--- config.mk ---
export PLATFORM = sky130hd
export DESIGN_NAME = teg_top
export DESIGN_NICKNAME = d
export VERILOG_FILES = /design/src/include/teg_pkg.sv /design/src/rtl/teg_timing.sv /design/src/rtl/teg_top.sv
export SDC_FILE = /design/constraint.sdc
export NUM_CORES = 1
export LEC_CHECK = 0
export BUFFER_PORTS_ARGS = -buffer_cell sky130_fd_sc_hd__clkbuf_2
export CORE_MARGIN = 2
export CORE_UTILIZATION = 45
export DETAILED_ROUTE_END_ITERATION = 7
export GPL_ROUTABILITY_DRIVEN = 1
export GPL_TIMING_DRIVEN = 0
export PLACE_DENSITY = 0.65
export SLEW_MARGIN = 20
export SYNTH_ARGS = -nofsm -noshare
export SYNTH_HDL_FRONTEND = slang
export SYNTH_HIERARCHICAL = 1
export SYNTH_SLANG_ARGS = --single-unit
--- constraint.sdc ---
create_clock -name clk -period 5.62 [get_ports clk]
set_input_delay 0.281 -clock clk [delete_from_list [all_inputs] [get_ports clk]]
set_output_delay 0.281 -clock clk [all_outputs]
set_load 0.03 [all_outputs]
--- src/include/teg_pkg.sv ---
/*
 Shared constants of the tear output generator: command codes, parameter
 field positions, reset values and default display geometry.
 Assumes a command decoder upstream that presents one command code and one
 parameter byte at a time on the display timing clock.
*/
package teg_pkg;
    // ==========================================================
    // Command codes
    localparam logic [7:0] CMD_TEAR_OFF    = 8'h34;
    localparam logic [7:0] CMD_TEAR_ON     = 8'h35;
    localparam logic [7:0] CMD_LINE_HIGH   = 8'h44;
    localparam logic [7:0] CMD_LINE_LOW    = 8'h45;
    localparam logic [7:0] CMD_READ_LINE   = 8'h46;
    // ==========================================================
    // Tear enable config fields
    localparam int         CFG_MODE_BIT    = 0;
    localparam int         CFG_POL_BIT     = 1;
    localparam int         CFG_WIDTH_LSB   = 4;
    localparam int         CFG_WIDTH_MSB   = 7;
    localparam logic [7:0] CFG_RESET       = 8'h00;
    // ==========================================================
    // Target line fields
    localparam int         LINE_W          = 11;
    localparam int         HI_LSB          = 1;
    localparam int         HI_MSB          = 3;
    localparam int         LO_LSB          = 1;
    localparam int         LO_MSB          = 7;
    localparam int         LO_BIT7_POS     = 0;
    localparam logic [7:0] LINE_RESET      = 8'h00;
    // ==========================================================
    // Default geometry, in clocks and lines
    localparam int         DEF_H_ACTIVE    = 16;
    localparam int         DEF_H_PORCH     = 4;
    localparam int         DEF_V_ACTIVE    = 1920;
    localparam int         DEF_V_PORCH     = 8;
    localparam int         CNT_W           = 16;
endpackage

--- src/rtl/teg_timing.sv ---
/*
 Display raster counter: pixel clocks within a line and lines within a
 frame, with porch flags and a one-cycle frame start pulse.
 Assumes a single clock; geometry is fixed by parameters.
*/
module teg_timing #(
    parameter int H_ACTIVE = teg_pkg::DEF_H_ACTIVE,
    parameter int H_PORCH  = teg_pkg::DEF_H_PORCH,
    parameter int V_ACTIVE = teg_pkg::DEF_V_ACTIVE,
    parameter int V_PORCH  = teg_pkg::DEF_V_PORCH
) (
    input  wire logic                     clk,
    input  wire logic                     sys_rst,
    output logic [teg_pkg::CNT_W-1:0]     pix_reg,
    output logic [teg_pkg::CNT_W-1:0]     line_reg,
    output logic                          line_start,
    output logic                          frame_start,
    output logic                          h_porch,
    output logic                          v_porch
);
    localparam logic [teg_pkg::CNT_W-1:0] H_LAST =
        teg_pkg::CNT_W'(H_ACTIVE + H_PORCH - 1);
    localparam logic [teg_pkg::CNT_W-1:0] V_LAST =
        teg_pkg::CNT_W'(V_ACTIVE + V_PORCH - 1);
    localparam logic [teg_pkg::CNT_W-1:0] H_ACT  =
        teg_pkg::CNT_W'(H_ACTIVE);
    localparam logic [teg_pkg::CNT_W-1:0] V_PRCH =
        teg_pkg::CNT_W'(V_PORCH);

    // Lines 0..V_PORCH-1 are vertical porch, then the active lines
    always_ff @(posedge clk or posedge sys_rst) begin
        if (sys_rst) begin
            pix_reg  <= '0;
            line_reg <= '0;
        end else if (pix_reg == H_LAST) begin
            pix_reg  <= '0;
            line_reg <= (line_reg == V_LAST) ? '0 : line_reg + 1'b1;
        end else begin
            pix_reg  <= pix_reg + 1'b1;
        end
    end

    assign line_start  = (pix_reg == '0);
    assign frame_start = line_start && (line_reg == '0);
    assign h_porch     = (pix_reg >= H_ACT);
    assign v_porch     = (line_reg < V_PRCH);
endmodule

--- src/rtl/teg_top.sv ---
/*
 Tear output generator: holds tear configuration and target line set by
 display commands, produces the frame sync output and returns the current
 scan line on a read command.
 Assumes the command decoder gives cmd_valid/param_valid pulses on clk and
 that the host reads both scan line bytes.
*/
// Behaviour
// [RULE1] Mode 0, line 0: active in vertical porch
// [RULE2] Mode 1: active in all porches
// [RULE3] Mode 0, nonzero line: active at line
// [RULE4] Polarity 0 high, 1 low
// [RULE5] Width field plus one lines active
// [RULE6] Repeated enable leaves output unchanged
// [RULE7] Line refresh order never affects output
// [RULE8] Sleep holds output low
// [RULE9] Target line assembled from two bytes
// [RULE10] Line value plus one selects line
// [RULE11] New settings apply from next frame
// [RULE12] Registers reset to zero
// [RULE13] Scan line read MSB first, two bytes
// [RULE14] Host issues commands only when allowed
// [RULE15] Tear off holds output low
// [RULE16] Width counted in lines from assertion
module teg_top #(
    parameter int H_ACTIVE = teg_pkg::DEF_H_ACTIVE,
    parameter int H_PORCH  = teg_pkg::DEF_H_PORCH,
    parameter int V_ACTIVE = teg_pkg::DEF_V_ACTIVE,
    parameter int V_PORCH  = teg_pkg::DEF_V_PORCH
) (
    input  wire logic        clk,
    input  wire logic        sys_rst,
    input  wire logic        cmd_valid,
    input  wire logic [7:0]  cmd_code,
    input  wire logic        param_valid,
    input  wire logic [7:0]  param_data,
    input  wire logic        rd_req,
    input  wire logic        sleep_in,
    input  wire logic        line_refresh_order,
    output logic [7:0]       rd_data,
    output logic             rd_valid,
    output logic             frame_sync_output,
    output logic [7:0]       cfg_readback
);
    localparam int LW = teg_pkg::LINE_W;
    localparam int CW = teg_pkg::CNT_W;

    // ==========================================================
    // Raster timing
    logic [CW-1:0] pix_cnt;
    logic [CW-1:0] line_cnt;
    logic          line_start;
    logic          h_porch;
    logic          v_porch;

    teg_timing #(
        .H_ACTIVE (H_ACTIVE),
        .H_PORCH  (H_PORCH),
        .V_ACTIVE (V_ACTIVE),
        .V_PORCH  (V_PORCH)
    ) teg_timing_inst (
        .clk         (clk),
        .sys_rst     (sys_rst),
        .pix_reg     (pix_cnt),
        .line_reg    (line_cnt),
        .line_start  (line_start),
        .frame_start (),
        .h_porch     (h_porch),
        .v_porch     (v_porch)
    );

    // ==========================================================
    // Command decode
    typedef enum logic [2:0] {
        ST_IDLE,
        ST_CFG,
        ST_HIGH,
        ST_LOW,
        ST_RD_HI,
        ST_RD_LO
    } teg_state_t;

    teg_state_t  state_reg;
    logic [7:0]  cfg_reg;
    logic [7:0]  line_hi_reg;
    logic [7:0]  line_lo_reg;
    logic        enable_reg;
    logic [15:0] scan_snap_reg;

    always_ff @(posedge clk or posedge sys_rst) begin
        if (sys_rst) begin
            state_reg <= ST_IDLE;
        end else if (cmd_valid) begin
            case (cmd_code)
                teg_pkg::CMD_TEAR_ON:   state_reg <= ST_CFG;
                teg_pkg::CMD_LINE_HIGH: state_reg <= ST_HIGH;
                teg_pkg::CMD_READ_LINE: state_reg <= ST_RD_HI;
                default:                state_reg <= ST_IDLE;
            endcase
        end else begin
            case (state_reg)
                ST_CFG:   if (param_valid) state_reg <= ST_IDLE;
                ST_HIGH:  if (param_valid) state_reg <= ST_LOW;
                ST_LOW:   if (param_valid) state_reg <= ST_IDLE;
                ST_RD_HI: if (rd_req) state_reg <= ST_RD_LO;
                ST_RD_LO: if (rd_req) state_reg <= ST_IDLE;
                default:  state_reg <= ST_IDLE;
            endcase
        end
    end

    // Shadow registers; written any time, sampled on the last clock of the frame (frame_end)
    always_ff @(posedge clk or posedge sys_rst) begin
        if (sys_rst) begin
            cfg_reg     <= teg_pkg::CFG_RESET; // [RULE12]
            line_hi_reg <= teg_pkg::LINE_RESET; // [RULE12]
            line_lo_reg <= teg_pkg::LINE_RESET; // [RULE12]
        end else if (param_valid && !cmd_valid) begin
            if (state_reg == ST_CFG)
                cfg_reg <= param_data;
            if (state_reg == ST_HIGH)
                line_hi_reg <= param_data;
            if (state_reg == ST_LOW)
                line_lo_reg <= param_data;
        end
    end

    // Repeated enable simply keeps the flag set
    always_ff @(posedge clk or posedge sys_rst) begin
        if (sys_rst) begin
            enable_reg <= 1'b0;
        end else if (cmd_valid && cmd_code == teg_pkg::CMD_TEAR_OFF) begin
            enable_reg <= 1'b0; // [RULE15]
        end else if (cmd_valid && cmd_code == teg_pkg::CMD_TEAR_ON) begin
            enable_reg <= 1'b1; // [RULE6]
        end
    end

    // Snapshot so both bytes belong to the same line
    always_ff @(posedge clk or posedge sys_rst) begin
        if (sys_rst) begin
            scan_snap_reg <= '0;
            rd_data       <= '0;
            rd_valid      <= 1'b0;
        end else begin
            rd_valid <= 1'b0;
            if (cmd_valid && cmd_code == teg_pkg::CMD_READ_LINE)
                scan_snap_reg <= line_cnt;
            if (rd_req && state_reg == ST_RD_HI) begin
                rd_data  <= scan_snap_reg[15:8]; // [RULE13]
                rd_valid <= 1'b1;
            end else if (rd_req && state_reg == ST_RD_LO) begin
                rd_data  <= scan_snap_reg[7:0]; // [RULE13]
                rd_valid <= 1'b1;
            end
        end
    end

    always_ff @(posedge clk or posedge sys_rst) begin
        if (sys_rst)
            cfg_readback <= teg_pkg::CFG_RESET;
        else
            cfg_readback <= cfg_reg;
    end

    // ==========================================================
    // Frame-latched settings
    logic [LW-1:0] target_line;
    logic [LW-1:0] act_line_reg;
    logic          act_mode_reg;
    logic          act_pol_reg;
    logic [3:0]    act_width_reg;
    logic          act_en_reg;

    assign target_line = {line_hi_reg[teg_pkg::HI_MSB:teg_pkg::HI_LSB],
                          line_lo_reg[teg_pkg::LO_BIT7_POS],
                          line_lo_reg[teg_pkg::LO_MSB:teg_pkg::LO_LSB]};
                          // [RULE9]

    // Latch on the last clock so line 0 already runs the new values
    localparam logic [CW-1:0] PIX_LAST  = CW'(H_ACTIVE + H_PORCH - 1);
    localparam logic [CW-1:0] LINE_LAST = CW'(V_ACTIVE + V_PORCH - 1);
    logic          frame_end;

    assign frame_end = (pix_cnt == PIX_LAST) && (line_cnt == LINE_LAST);

    // Current frame keeps old values until its end
    always_ff @(posedge clk or posedge sys_rst) begin
        if (sys_rst) begin
            act_line_reg  <= '0;
            act_mode_reg  <= 1'b0;
            act_pol_reg   <= 1'b0;
            act_width_reg <= '0;
            act_en_reg    <= 1'b0;
        end else if (frame_end) begin // [RULE11]
            act_line_reg  <= target_line;
            act_mode_reg  <= cfg_reg[teg_pkg::CFG_MODE_BIT];
            act_pol_reg   <= cfg_reg[teg_pkg::CFG_POL_BIT];
            act_width_reg <=
                cfg_reg[teg_pkg::CFG_WIDTH_MSB:teg_pkg::CFG_WIDTH_LSB];
            act_en_reg    <= enable_reg;
        end
    end

    // ==========================================================
    // Pulse generation
    // Line refresh order is deliberately unused: scan counter only
    logic [4:0]    lines_left_reg;
    logic          trig_line;
    logic          line_pulse;
    logic          raw_active;
    logic [CW-1:0] trig_idx;

    // Value 0 is porch start; nonzero N selects raster index N + V_PORCH
    assign trig_idx   = CW'(act_line_reg) + CW'(V_PORCH); // [RULE10]
    assign trig_line  = (act_line_reg == '0) ? (line_cnt == '0) // [RULE7]
                                             : (line_cnt == trig_idx);
    assign line_pulse = (lines_left_reg != '0);

    always_ff @(posedge clk or posedge sys_rst) begin
        if (sys_rst) begin
            lines_left_reg <= '0;
        end else if (line_start) begin
            if (trig_line && !act_mode_reg)
                lines_left_reg <= {1'b0, act_width_reg} + 5'd1; // [RULE16]
            else if (line_pulse)
                lines_left_reg <= lines_left_reg - 5'd1; // [RULE5]
        end
    end

    always_comb begin
        if (act_mode_reg)
            raw_active = v_porch || h_porch; // [RULE2]
        else if (act_line_reg == '0)
            raw_active = v_porch && line_pulse; // [RULE1]
        else
            raw_active = line_pulse; // [RULE3]
    end

    // Pulse counter updates at line_start, so drop the stale first pixel
    logic          pulse_now;
    assign pulse_now = act_mode_reg ? raw_active
                     : ((line_start && trig_line) ||
                        (raw_active &&
                         !(line_start && lines_left_reg == 5'd1)));

    always_ff @(posedge clk or posedge sys_rst) begin
        if (sys_rst)
            frame_sync_output <= 1'b0;
        else if (sleep_in || !act_en_reg || !enable_reg)
            frame_sync_output <= 1'b0; // [RULE8] [RULE15]
        else
            frame_sync_output <= pulse_now ^ act_pol_reg; // [RULE4]
    end
endmodule

==> Yosys cells after proc, flatten, opt, wreduce, memory -nomap -nowiden <==
Index checks and enable logic that the tools add are counted.
{ "totals": {"latchBits": 0, "register_bits": 113, "rom_bits": 0, "inputBits": 23, "mem_bits_rw": 0, "elab_cells": 99, "mem_count": 0} }
{ "op_classes": {"magnitude_cmp": 2, "mux": 22, "n_div": 0, "reduce_logical": 34, "n_addsub": 5, "n_shift": 0, "multipliers": 0, "n_eq_ne": 17, "n_bitwise": 1} }
{ "ops": {"columns": ["operator", "n"], "rows": [
  ["$add 16x1->16 const B", 2],
  ["$logic_not 16->1", 2],
  ["$mux 16", 2],
  ["$eq 16x11->1 const B", 1],
  ["$eq 16x12->1", 1],
  ["$eq 16x5->1 const B", 1],
  ["$eq 8x6->1 const B", 2],
  ["$eq 8x7->1 const B", 2],
  ["$ge 16x5->1 const B", 1],
  ["$lt 16x4->1 const B", 1],
  ["$mux 8", 2],
  ["$mux 3", 5],
  ["$add 11x4->12 const B", 1],
  ["$logic_and 1x1->1", 12],
  ["$pmux 3 s4", 1],
  ["$logic_not 11->1", 1],
  ["$mux 5", 2],
  ["$mux 1", 9],
  ["$ne 3x3->1 const B", 3],
  ["$pmux 3 s3", 1],
  ["$reduce_and 2->1", 4],
  ["$eq 3x2->1 const B", 2],
  ["$eq 3x3->1 const B", 2],
  ["$reduce_bool 2->1", 3],
  ["other kinds (11)", 18]
]} }

==> Longest topological paths before layout <==
Gate-level depths: netlist of run 1.
{ "depth": {"word_depth": 9, "mapped_depth": 9, "ltp_nobuf": 9} }

==> Modules after synthesis <==
The synthesis of run 1 kept the hierarchy.
{ "modules_own_cells": {"columns": ["mod", "seq_area_each_um2", "cells_per_inst", "area_each_um2", "n_inst"], "rows": [
  ["teg_top", 2001.9, 311, 3774.9, 1],
  ["teg_timing", 800.8, 165, 1686.6, 1]
]} }

==> Worst setup path before layout of run 1 <==
Ideal clock, no wire load.
{ "synth_timing": {"path_kind": "register to register", "from": "reg teg_timing_inst/pix_reg[14] (netlist bit)", "to": "reg lines_left_reg[1]", "synth_period_minus_slack_ps": 2375, "required_time_ps": 5504, "n_path_buf": 1, "path_slack_ps": 3245, "stages_incl_launch_ff": 8, "arrival_ps": 2260, "setup_time_ps": 116, "cell_sequence": "dfrtp_1 > or4_4 > nor4b_2 > and3_1 > buf_2 > inv_1 > or4b_1 > o311ai_0"} }
{ "synth_between": {"elab_chain_cells": 2} }
{ "synth_lines": {"columns": ["element", "line", "source"], "rows": [
  ["start: declaration", "teg_timing.sv:14", "output logic [teg_pkg::CNT_W-1:0] pix_reg,"],
  ["start signal: assignment", "teg_timing.sv:39", "pix_reg <= pix_reg + 1'b1;"],
  ["$logic_not 16->1", "teg_timing.sv:43", "assign line_start = (pix_reg == '0);"],
  ["named net line_start", "teg_top.sv:52", "logic line_start;"],
  ["$reduce_and 2->1 (no source line)", null, null],
  ["end signal: assignment", "teg_top.sv:225", "lines_left_reg <= {1'b0, act_width_reg} + 5'd1;"],
  ["end signal: assignment", "teg_top.sv:227", "lines_left_reg <= lines_left_reg - 5'd1;"],
  ["end: declaration", "teg_top.sv:208", "logic [4:0] lines_left_reg;"]
]} }
The timed path passes the listed nets, and every way through them passes these cells.
A chain may end at the register's enable or synchronous reset.

==> Worst setup path in the final report of run 1 <==
{ "layout_timing": {"from": "reg teg_timing_inst/pix_reg[9] (netlist bit)", "to": "reg lines_left_reg[1]"} }
The elaborated chain is that of the path after synthesis.

==> qor.yml, run 1 <==
status: "complete, no violations"
vias_per_cell: 5.57
cts_tree: "built"
seq_power_share_pct: 52.8
synthesis.area_um2: 5450
first_global_vias: 3905
cp.required_ns: 5.86
fin_area_um2: 6210
cts_setup_buffers: 0
worst_pin_slew_ns: 0.841
gp_routability_congestion: 0.876
syn_area_per_cell_um2: 11.5
placed_area_um2: 5870
clkLatencyLatePin_ns: 0.36
rows: 40
relSlewSlack_pct: 43.7
fill_cells: 1073
io_pins: 41
arrival_ns: 3.00
worst_setup_path_start_kind: "flop"
cts_buffers: 9
num_vias: 3785
setup-violations-final: 0
cts-root-buf: "clkbuf_16"
dr.pass1.iters: 4
critPathCaptureType: "flop"
die_y_um: 114
netSwitchingPower_mw: 0.358
globalRouteOverflowTotal: 0
hold_viol: 0
p_sw_share_pct: 22.9
timing.hold.ws_ns: 0.0917
start_util_pct: 45.8
p_leak_nw: 2.94
period_needed_ns: 2.76
max_cap_viol_count: 0
synthCells: 475
cellInternalPower_mw: 1.21
period_share_pct: 49.1
syn_to_final_growth_pct: 13.8
grt_max_degree: 54
diodes: 0
power_frac_comb_pct: 3.7
worst_path_max_delay_cell: "or4_4"
total_power_mw: 1.56
drc_errors: 0
synthesis.nets: 507
clk_pin_slew_worst_paths_ns: 0.08
timing.final.max_slew_violations: 0
final_net_count: 559
hp-class: "primary input to flop"
ant_nets: 0
io_buffers: 39
drive_gt1_share_pct: 25.8
path_max_fanout: 10
skew_ns: 0.00865
initialDrtViolationCount: 189
max_clock_freq_ghz: 0.362
htreeDepth: 3
clockBufferDepth: 2
fp.dieW_um: 114
power_density_nw_per_um2: 252
dp_hpwl_um: 8170
crit_type: "flop to flop"
ys_warn_count: 6
wirelength_um: 11400
crit_chain: "or4_4 -> nor4b_2 -> and3_1 -> buf_2 -> inv_1 -> or4b_1 -> o311ai_0"
rsz0062_at_grt: "no"
p_clk_share_pct: 43.6
ir_drop_mv: 0.155
coreArea_um2: 11900
antenna_found_initial: 0
wire_per_inst_um: 16.7
cts_sinks: 112
path_buf_inv: 2
grt_use_total_pct: 18.8
die_area_um2: 13000
crit_family: "simple AND/OR/NAND/NOR gates"
grt_pass1_wl_um: 19300
final.setup.tns_ns: 0
critPathMaxStageDelay_ns: 0.59
[cell usage in the layout (no fill, tap or decap), types with 3 or more instances in the layout]
cell / instances
xor2_1: 15
nand2_1: 35
xnor2_1: 24
nor4_4: 4
and4_1: 6
or4_4: 3
nand2b_1: 3
a21oi_1: 12
and3_1: 8
inv_1: 15
o21ai_0: 17
mux2_2: 53
nand3_1: 26
nor4_1: 13
clkbuf_16: 9
mux2i_1: 11
clkbuf_1: 4
nor3_1: 12
nand4_1: 10
nand3b_1: 3
and2_1: 3
nor2_1: 26
buf_2: 5
ha_1: 9
clkbuf_2: 39
a31oi_1: 5
dfrtp_1: 112
[stage by stage]
step                      std cells  utilization (%)  setup slack (ns)
final                           679             52.1              2.86
after global routing            679             52.1              2.73
after CTS                       679             52.1              2.86
after detailed placement        662             49.3              2.86
after global placement          661             48.9              2.32
after floorplan                 475                -              3.26
[per-layer routing]
metal	share of wire, %	GRT usage [%]	vias up
met5	0	0	-
met4	1.3	6.10	0
met3	3.6	3.71	11
met2	48	30.8	56
met1	47	25.3	1883
li1	-	-	1835
[repair_timing]
action / 4_1_cts / 5_1_grt
hold buffers: 1 / 0
resized for setup: 0 / 0
hold endpoints to repair: 27 / 0
[final cells by class]
type                       instances  area [um2]  area share [%]
timing repair buffer              41         233            3.75
clock inverter                     6        87.6            1.41
inverter                          17        66.3            1.07
multi-input combinational        333        2520            40.7
sequential                       112        2800            45.2
tap                              147         184            2.96
buffer                            13        70.1            1.13
clock buffer                      10         239            3.85
[worst register-to-register path, stage by stage, from the launching register on]
cell      delay, ns
dfrtp_1        0.45
or4_4          0.59
nor4b_2        0.35
and3_1         0.29
buf_2          0.23
inv_1          0.10
or4b_1         0.51
o311ai_0       0.11
[path summary, 6_finish.rpt]
check	start	to	slack, ns	depth (start not counted)
min in group asynchronous	sys_rst	scan_snap_reg[3]	0.48	3
hold / removal	sleep_in	frame_sync_output	0.09	2
hold reg to reg	cfg_reg[3]	cfg_readback[3]	0.38	0
max in group asynchronous	sys_rst	act_line_reg[2]	4.56	4
setup / recovery	teg_timing_inst/pix_reg[9]	lines_left_reg[1]	2.86	7
setup reg to reg	teg_timing_inst/pix_reg[9]	lines_left_reg[1]	2.86	7
[power groups by stage]
stage          logic (mW)  registers [mW]  clock network (mW)
2_1_floorplan      0.0215           0.851                   0
3_3_place_gp       0.0543           0.841                   0
3_5_place_dp       0.0588           0.841                   0
4_1_cts            0.0594           0.825               0.701
5_1_grt            0.0636           0.827               0.729
6_report           0.0574           0.825               0.682
Note: power is estimated with default switching activity, not from simulation.
==> run 2, diff against run 1 <==
PLACE_DENSITY = 0.67   (was 0.65)
clock period = 2.3 ns   (was 5.62 ns; I/O delays follow)
==> qor.yml, run 2 (synthesis results as in run 1) <==
path_max_fanout: 4  # was 10
num_vias: 3933  # was 3,785
syn_to_final_growth_pct: 18.8  # was 13.8%
rows: 40  # unchanged
antenna_found_initial: 0  # unchanged
grt_use_total_pct: 19.5  # was 18.8%
dr.pass1.iters: 5  # was 4
vias_per_cell: 5.62  # was 5.57
worstRegToRegCells: 7  # unchanged
mostFrequentLayoutCells: "dfrtp_1, mux2_2, clkbuf_2"  # unchanged
clockBufferDepth: 2  # unchanged
diodes: 0  # unchanged
status: "finished with violations"  # was complete, no violations
first_global_vias: 3972  # was 3,905
ant_nets: 0  # unchanged
coreArea_um2: 11900  # unchanged
max_clock_freq_ghz: 0.421  # was 0.362 GHz
ir_drop_mv: 0.399  # was 0.155 mV
start_util_pct: 45.8  # unchanged
setup_ws_ns: -0.0729  # was 2.86 ns
die_area_um2: 13000  # unchanged
timing.hold.ws_ns: 0.0125  # was 0.0917 ns
grt_pass1_wl_um: 19900  # was 19,300 um
worst_pin_slew_ns: 0.835  # was 0.841 ns
wirelength_um: 11700  # was 11,400 um
final_common_cell: "dfrtp_1"  # unchanged
cts_sinks: 112  # unchanged
wire_per_inst_um: 16.7  # about the same
gp_routability_congestion: 0.862  # was 0.876
period_share_pct: 103  # was 49.1%
rsz0062_at_grt: "yes"  # was no
dp.cells: 662  # unchanged
dp_hpwl_um: 8140  # was 8170 um
skew_ns: 0.00460  # was 0.00865 ns
htreeDepth: 3  # unchanged
rr_endpoint: "lines_left_reg[1]"  # unchanged
crit_type: "flop to flop"  # unchanged
clkLatencyLatePin_ns: 0.35  # was 0.36 ns
cp-endpoint: "lines_left_reg[1]"  # unchanged
grt_max_degree: 49  # was 54
clk_pin_slew_worst_paths_ns: 0.07  # was 0.08 ns
cts_tree: "built"  # unchanged
setup-violations-final: 1  # was 0
drc_errors: 0  # unchanged
max_cap_viol_count: 0  # unchanged
final_cells: 700  # was 679
fp.dieW_um: 114  # unchanged
arrival_ns: 2.63  # was 3.00 ns
violations: "negative setup slack"
cts_buffers: 9  # unchanged
globalRouteOverflowTotal: 0  # unchanged
die_y_um: 114  # unchanged
place_worst_setup_slack_ns: -0.354  # was 2.86 ns
hp-class: "primary input to flop"  # unchanged
hold_viol: 0  # unchanged
reg2reg_from: "teg_timing_inst/pix_reg[6]"  # was teg_timing_inst/pix_reg[9]
cp-startpoint: "teg_timing_inst/pix_reg[6]"  # was teg_timing_inst/pix_reg[9]
drive_gt1_share_pct: 31.6  # was 25.8%
power_density_nw_per_um2: 560  # was 252 nW/um2
timing.final.max_slew_violations: 0  # unchanged
p_leak_nw: 3.06  # was 2.94 nW
final_net_count: 581  # was 559
io_pins: 41  # unchanged
initialDrtViolationCount: 228  # was 189
cp.required_ns: 2.56  # was 5.86 ns
period_needed_ns: 2.37  # was 2.76 ns
r2r_setup_slack_ns: -0.07  # was 2.86 ns
worst_setup_path_start_kind: "flop"  # unchanged
cts-root-buf: "clkbuf_16"  # unchanged
io_buffers: 39  # unchanged
critPathCaptureType: "flop"  # unchanged
final.setup.tns_ns: -0.0729  # was 0 ns
relSlewSlack_pct: 44.1  # was 43.7%
## run 2: changes by cell type in the layout (fill, tap and decap cells not counted), moves of 2 or more
cell	change
buf_4	+18
clkinv_8	-2
dfrtp_2	+7
dlygate4sd3_1	+3
buf_2	-2
dfrtp_1	-7
nor4_1	-2
nand2_2	+2
a21oi_2	+2
nand3_1	-2
a21oi_1	-2
buf_6	+2
## run 2: how the worst min path moves through the flow
stage | start | end | slack (ns) | cells after the start
final | param_data[6] | line_lo_reg[6] | 0.01 | 2
after global routing | param_data[6] | line_lo_reg[6] | 0.02 | 2
after CTS | param_data[6] | line_lo_reg[6] | 0.004 | 2
after detailed placement | sys_rst | scan_snap_reg[4] | 0.18 | 2
after global placement | sleep_in | frame_sync_output | 0.30 | 2
after floorplan | sleep_in | frame_sync_output | 0.18 | 1
## run 2: layer usage
layer,up-vias,GRT usage [%],part of all wire (%)
met2,81,31.2,48
met1,1970,26.8,48
met3,14,3.39,3.4
met5,-,0,0
li1,1868,-,-
met4,0,7.24,1.4
## run 2: area by class of cell
cell class                 instances  area [um2]
clock inverter                     4        30.0
clock buffer                      11         243
tap                              147         184
multi-input combinational        334        2660
timing repair buffer              62         402
buffer                            13        78.8
inverter                          17        68.8
sequential                       112        2810
fill                            1046        5440
## run 2: power breakdown
part           internal, mW  switching (mW)  leakage, nW
combinational        0.0496          0.0943         1.39
clock                 0.763           0.702        0.132
sequential             2.00          0.0162         1.53
total                  2.81           0.812         3.06
## run 2: per-stage QoR
step	utilization (%)	instance area [um2]	total power, mW
2_1_floorplan	-	5460	2.13
3_3_place_gp	49.0	5840	2.19
3_5_place_dp	49.3	5880	2.20
4_1_cts	53.7	6400	3.66
5_1_grt	54.4	6470	3.76
6_report	54.4	6470	3.63
## run 2: timing repair
item / in CTS / in global routing
hold endpoints to repair: 67 / 0
setup endpoints to repair: 19 / 17
gates resized for setup: 21 / 11
hold buffers: 4 / 0
pin swaps: 10 / 11
buffers inserted: 16 / 2
cloned: 1 / 0
## run 2: worst max-delay path: stages, from the launching register on
cell      delay [ns]
dfrtp_2         0.40
or4_4           0.55
nor4b_4         0.31
and3_4          0.26
buf_6           0.11
inv_4           0.03
or4b_1          0.51
o311ai_2        0.09
==> run 3, diff against run 2 <==
PLACE_DENSITY = unset   (was 0.67)
==> qor.yml, run 3 (synthesis results as in run 1) <==
critPathCaptureType: "flop"  # unchanged
ant_nets: 0  # unchanged
cts_buffers: 9  # unchanged
initialDrtViolationCount: 254  # was 228
placed_area_um2: 5880  # unchanged
globalRouteOverflowTotal: 0  # unchanged
worst_pin_slew_ns: 0.903  # was 0.835 ns
wire_per_inst_um: 16.9  # was 16.7 um
clkLatencyLatePin_ns: 0.36  # was 0.35 ns
final_cells: 704  # was 700
gp_routability_congestion: 0.828  # was 0.862
io_pins: 41  # unchanged
die_y_um: 114  # unchanged
power_frac_comb_pct: 3.9  # was 4.0%
skew_ns: 0.0123  # was 0.00460 ns
power_density_nw_per_um2: 580  # was 560 nW/um2
timing.final.max_slew_violations: 0  # unchanged
cts_sinks: 112  # unchanged
dr.pass1.iters: 5  # unchanged
num_vias: 3889  # was 3,933
cellInternalPower_mw: 2.94  # was 2.81 mW
grt_max_degree: 49  # unchanged
grt_pass1_wl_um: 20200  # was 19,900 um
arrival_ns: 2.73  # was 2.63 ns
final_net_count: 584  # was 581
cts-root-buf: "clkbuf_16"  # unchanged
vias_per_cell: 5.52  # was 5.62
path_max_fanout: 2  # was 4
start_util_pct: 45.8  # unchanged
antenna_found_initial: 0  # unchanged
htreeDepth: 3  # unchanged
cp-startpoint: "teg_timing_inst/pix_reg[6]"  # unchanged
diodes: 0  # unchanged
rsz0062_at_grt: "yes"  # unchanged
crit_chain: "or4_4 -> nor4b_4 -> and3_4 -> a21o_1 -> a21oi_1 -> nor2_1 -> a21oi_2 -> o21ai_1 -> nor4b_4"  # was or4_4 -> nor4b_4 -> and3_4 -> buf_6 -> inv_4 -> or4b_1 -> o311ai_2
final_common_cell: "dfrtp_1"  # unchanged
worstRegToRegCells: 9  # was 7
die_area_um2: 13000  # unchanged
mostFrequentLayoutCells: "dfrtp_1, mux2_2, clkbuf_2"  # unchanged
path_common_cell: "nor4b_4"
drive_gt1_share_pct: 32.5  # was 31.6%
p_clk_share_pct: 43.4  # was 40.4%
drc_errors: 0  # unchanged
period_needed_ns: 2.47  # was 2.37 ns
dp_hpwl_um: 8090  # was 8140 um
final.setup.tns_ns: -0.351  # was -0.0729 ns
reg2reg_from: "teg_timing_inst/pix_reg[6]"  # unchanged
max_cap_viol_count: 0  # unchanged
cp-endpoint: "frame_sync_output"  # was lines_left_reg[1]
p_sw_share_pct: 23.3  # was 22.4%
first_global_vias: 3951  # was 3,972
setup_ws_ns: -0.174  # was -0.0729 ns
syn_to_final_growth_pct: 21.2  # was 18.8%
dp.cells: 662  # unchanged
total_power_mw: 3.83  # was 3.63 mW
hp-class: "primary input to flop"  # unchanged
cts_tree: "built"  # unchanged
netSwitchingPower_mw: 0.893  # was 0.812 mW
grt_use_total_pct: 19.7  # was 19.5%
fin_area_um2: 6610  # was 6470 um2
ir_drop_mv: 0.450  # was 0.399 mV
seq_power_share_pct: 52.6  # was 55.6%
clockBufferDepth: 2  # unchanged
rows: 40  # unchanged
p_leak_nw: 3.12  # was 3.06 nW
fp.dieW_um: 114  # unchanged
wirelength_um: 11900  # was 11,700 um
hold_viol: 0  # unchanged
r2r_setup_slack_ns: -0.17  # was -0.07 ns
io_buffers: 39  # unchanged
worst_path_max_delay_cell: "or4_4"  # unchanged
cp.required_ns: 2.56  # about the same
max_clock_freq_ghz: 0.404  # was 0.421 GHz
relSlewSlack_pct: 39.6  # was 44.1%
clk_pin_slew_worst_paths_ns: 0.08  # was 0.07 ns
status: "finished with violations"  # unchanged
period_share_pct: 108  # was 103%
worst_setup_path_start_kind: "flop"  # unchanged
rr_endpoint: "frame_sync_output"  # was lines_left_reg[1]
violations: "negative setup slack"  # unchanged
critPathMaxStageDelay_ns: 0.57  # was 0.55 ns
setup-violations-final: 3  # was 1
coreArea_um2: 11900  # unchanged
crit_type: "flop to flop"  # unchanged
[run 3: power by group through the flow]
stage / Sequential (mW) / Combinational (mW) / Clock (mW)
3_3_place_gp: 2.05 / 0.133 / 0
3_5_place_dp: 2.05 / 0.143 / 0
5_1_grt: 2.02 / 0.167 / 1.78
6_report: 2.01 / 0.150 / 1.66
2_1_floorplan: 2.08 / 0.0526 / 0
4_1_cts: 2.02 / 0.154 / 1.71
[run 3: critical path: cells and delay by family, from the launching register on]
family             cells  cell delay [ns]
and+or+nand+nor        5             1.54
DFF                    1             0.41
AOI/OAI and AO/OA      4             0.41
[run 3: through the flow]
stage / worst slack (ns) / util [%] / hold WS, ns
floorplan: 0.00932 / - / 0.180
global placement: -0.863 / 49.0 / 0.311
detailed placement: -0.392 / 49.3 / 0.179
CTS: -0.172 / 54.4 / 0.0124
global route: -0.246 / 55.5 / 0.0261
finish: -0.174 / 55.5 / 0.0223
[run 3: how the worst min path moves through the flow]
stage	startpoint	slack, ns	cells after the start	endpoint
after floorplan	sleep_in	0.18	1	frame_sync_output
after global placement	sleep_in	0.31	2	frame_sync_output
after detailed placement	sys_rst	0.18	2	scan_snap_reg[13]
after CTS	param_data[3]	0.01	2	line_lo_reg[3]
after global routing	param_data[2]	0.03	2	cfg_reg[2]
final	param_data[3]	0.02	2	line_lo_reg[3]
[run 3: timing repair]
| action | CTS | global route |
|---|---|---|
| resized for setup | 26 | 14 |
| hold endpoints to repair | 73 | 0 |
| setup buffers | 12 | 5 |
| cloned | 0 | 1 |
| endpoints found under the setup margin | 24 | 25 |
| pin swaps | 9 | 12 |
| hold buffers | 8 | 0 |
[run 3: cell type report]
type / count / area (um2)
Sequential cell: 112 / 2810
Tap cell: 147 / 184
Timing Repair Buffer: 65 / 434
Inverter: 17 / 66.3
Clock inverter: 7 / 96.3
Buffer: 13 / 82.6
Multi-Input combinational cell: 334 / 2700
Fill cell: 1057 / 5310
Clock buffer: 9 / 225
[run 3: routing by layer]
metal | part of all wire [%] | GRT usage [%]
met2 | 49 | 32.3
met4 | 0.80 | 4.07
met1 | 47 | 26.9
met5 | 0 | 0
met3 | 3.3 | 4.87
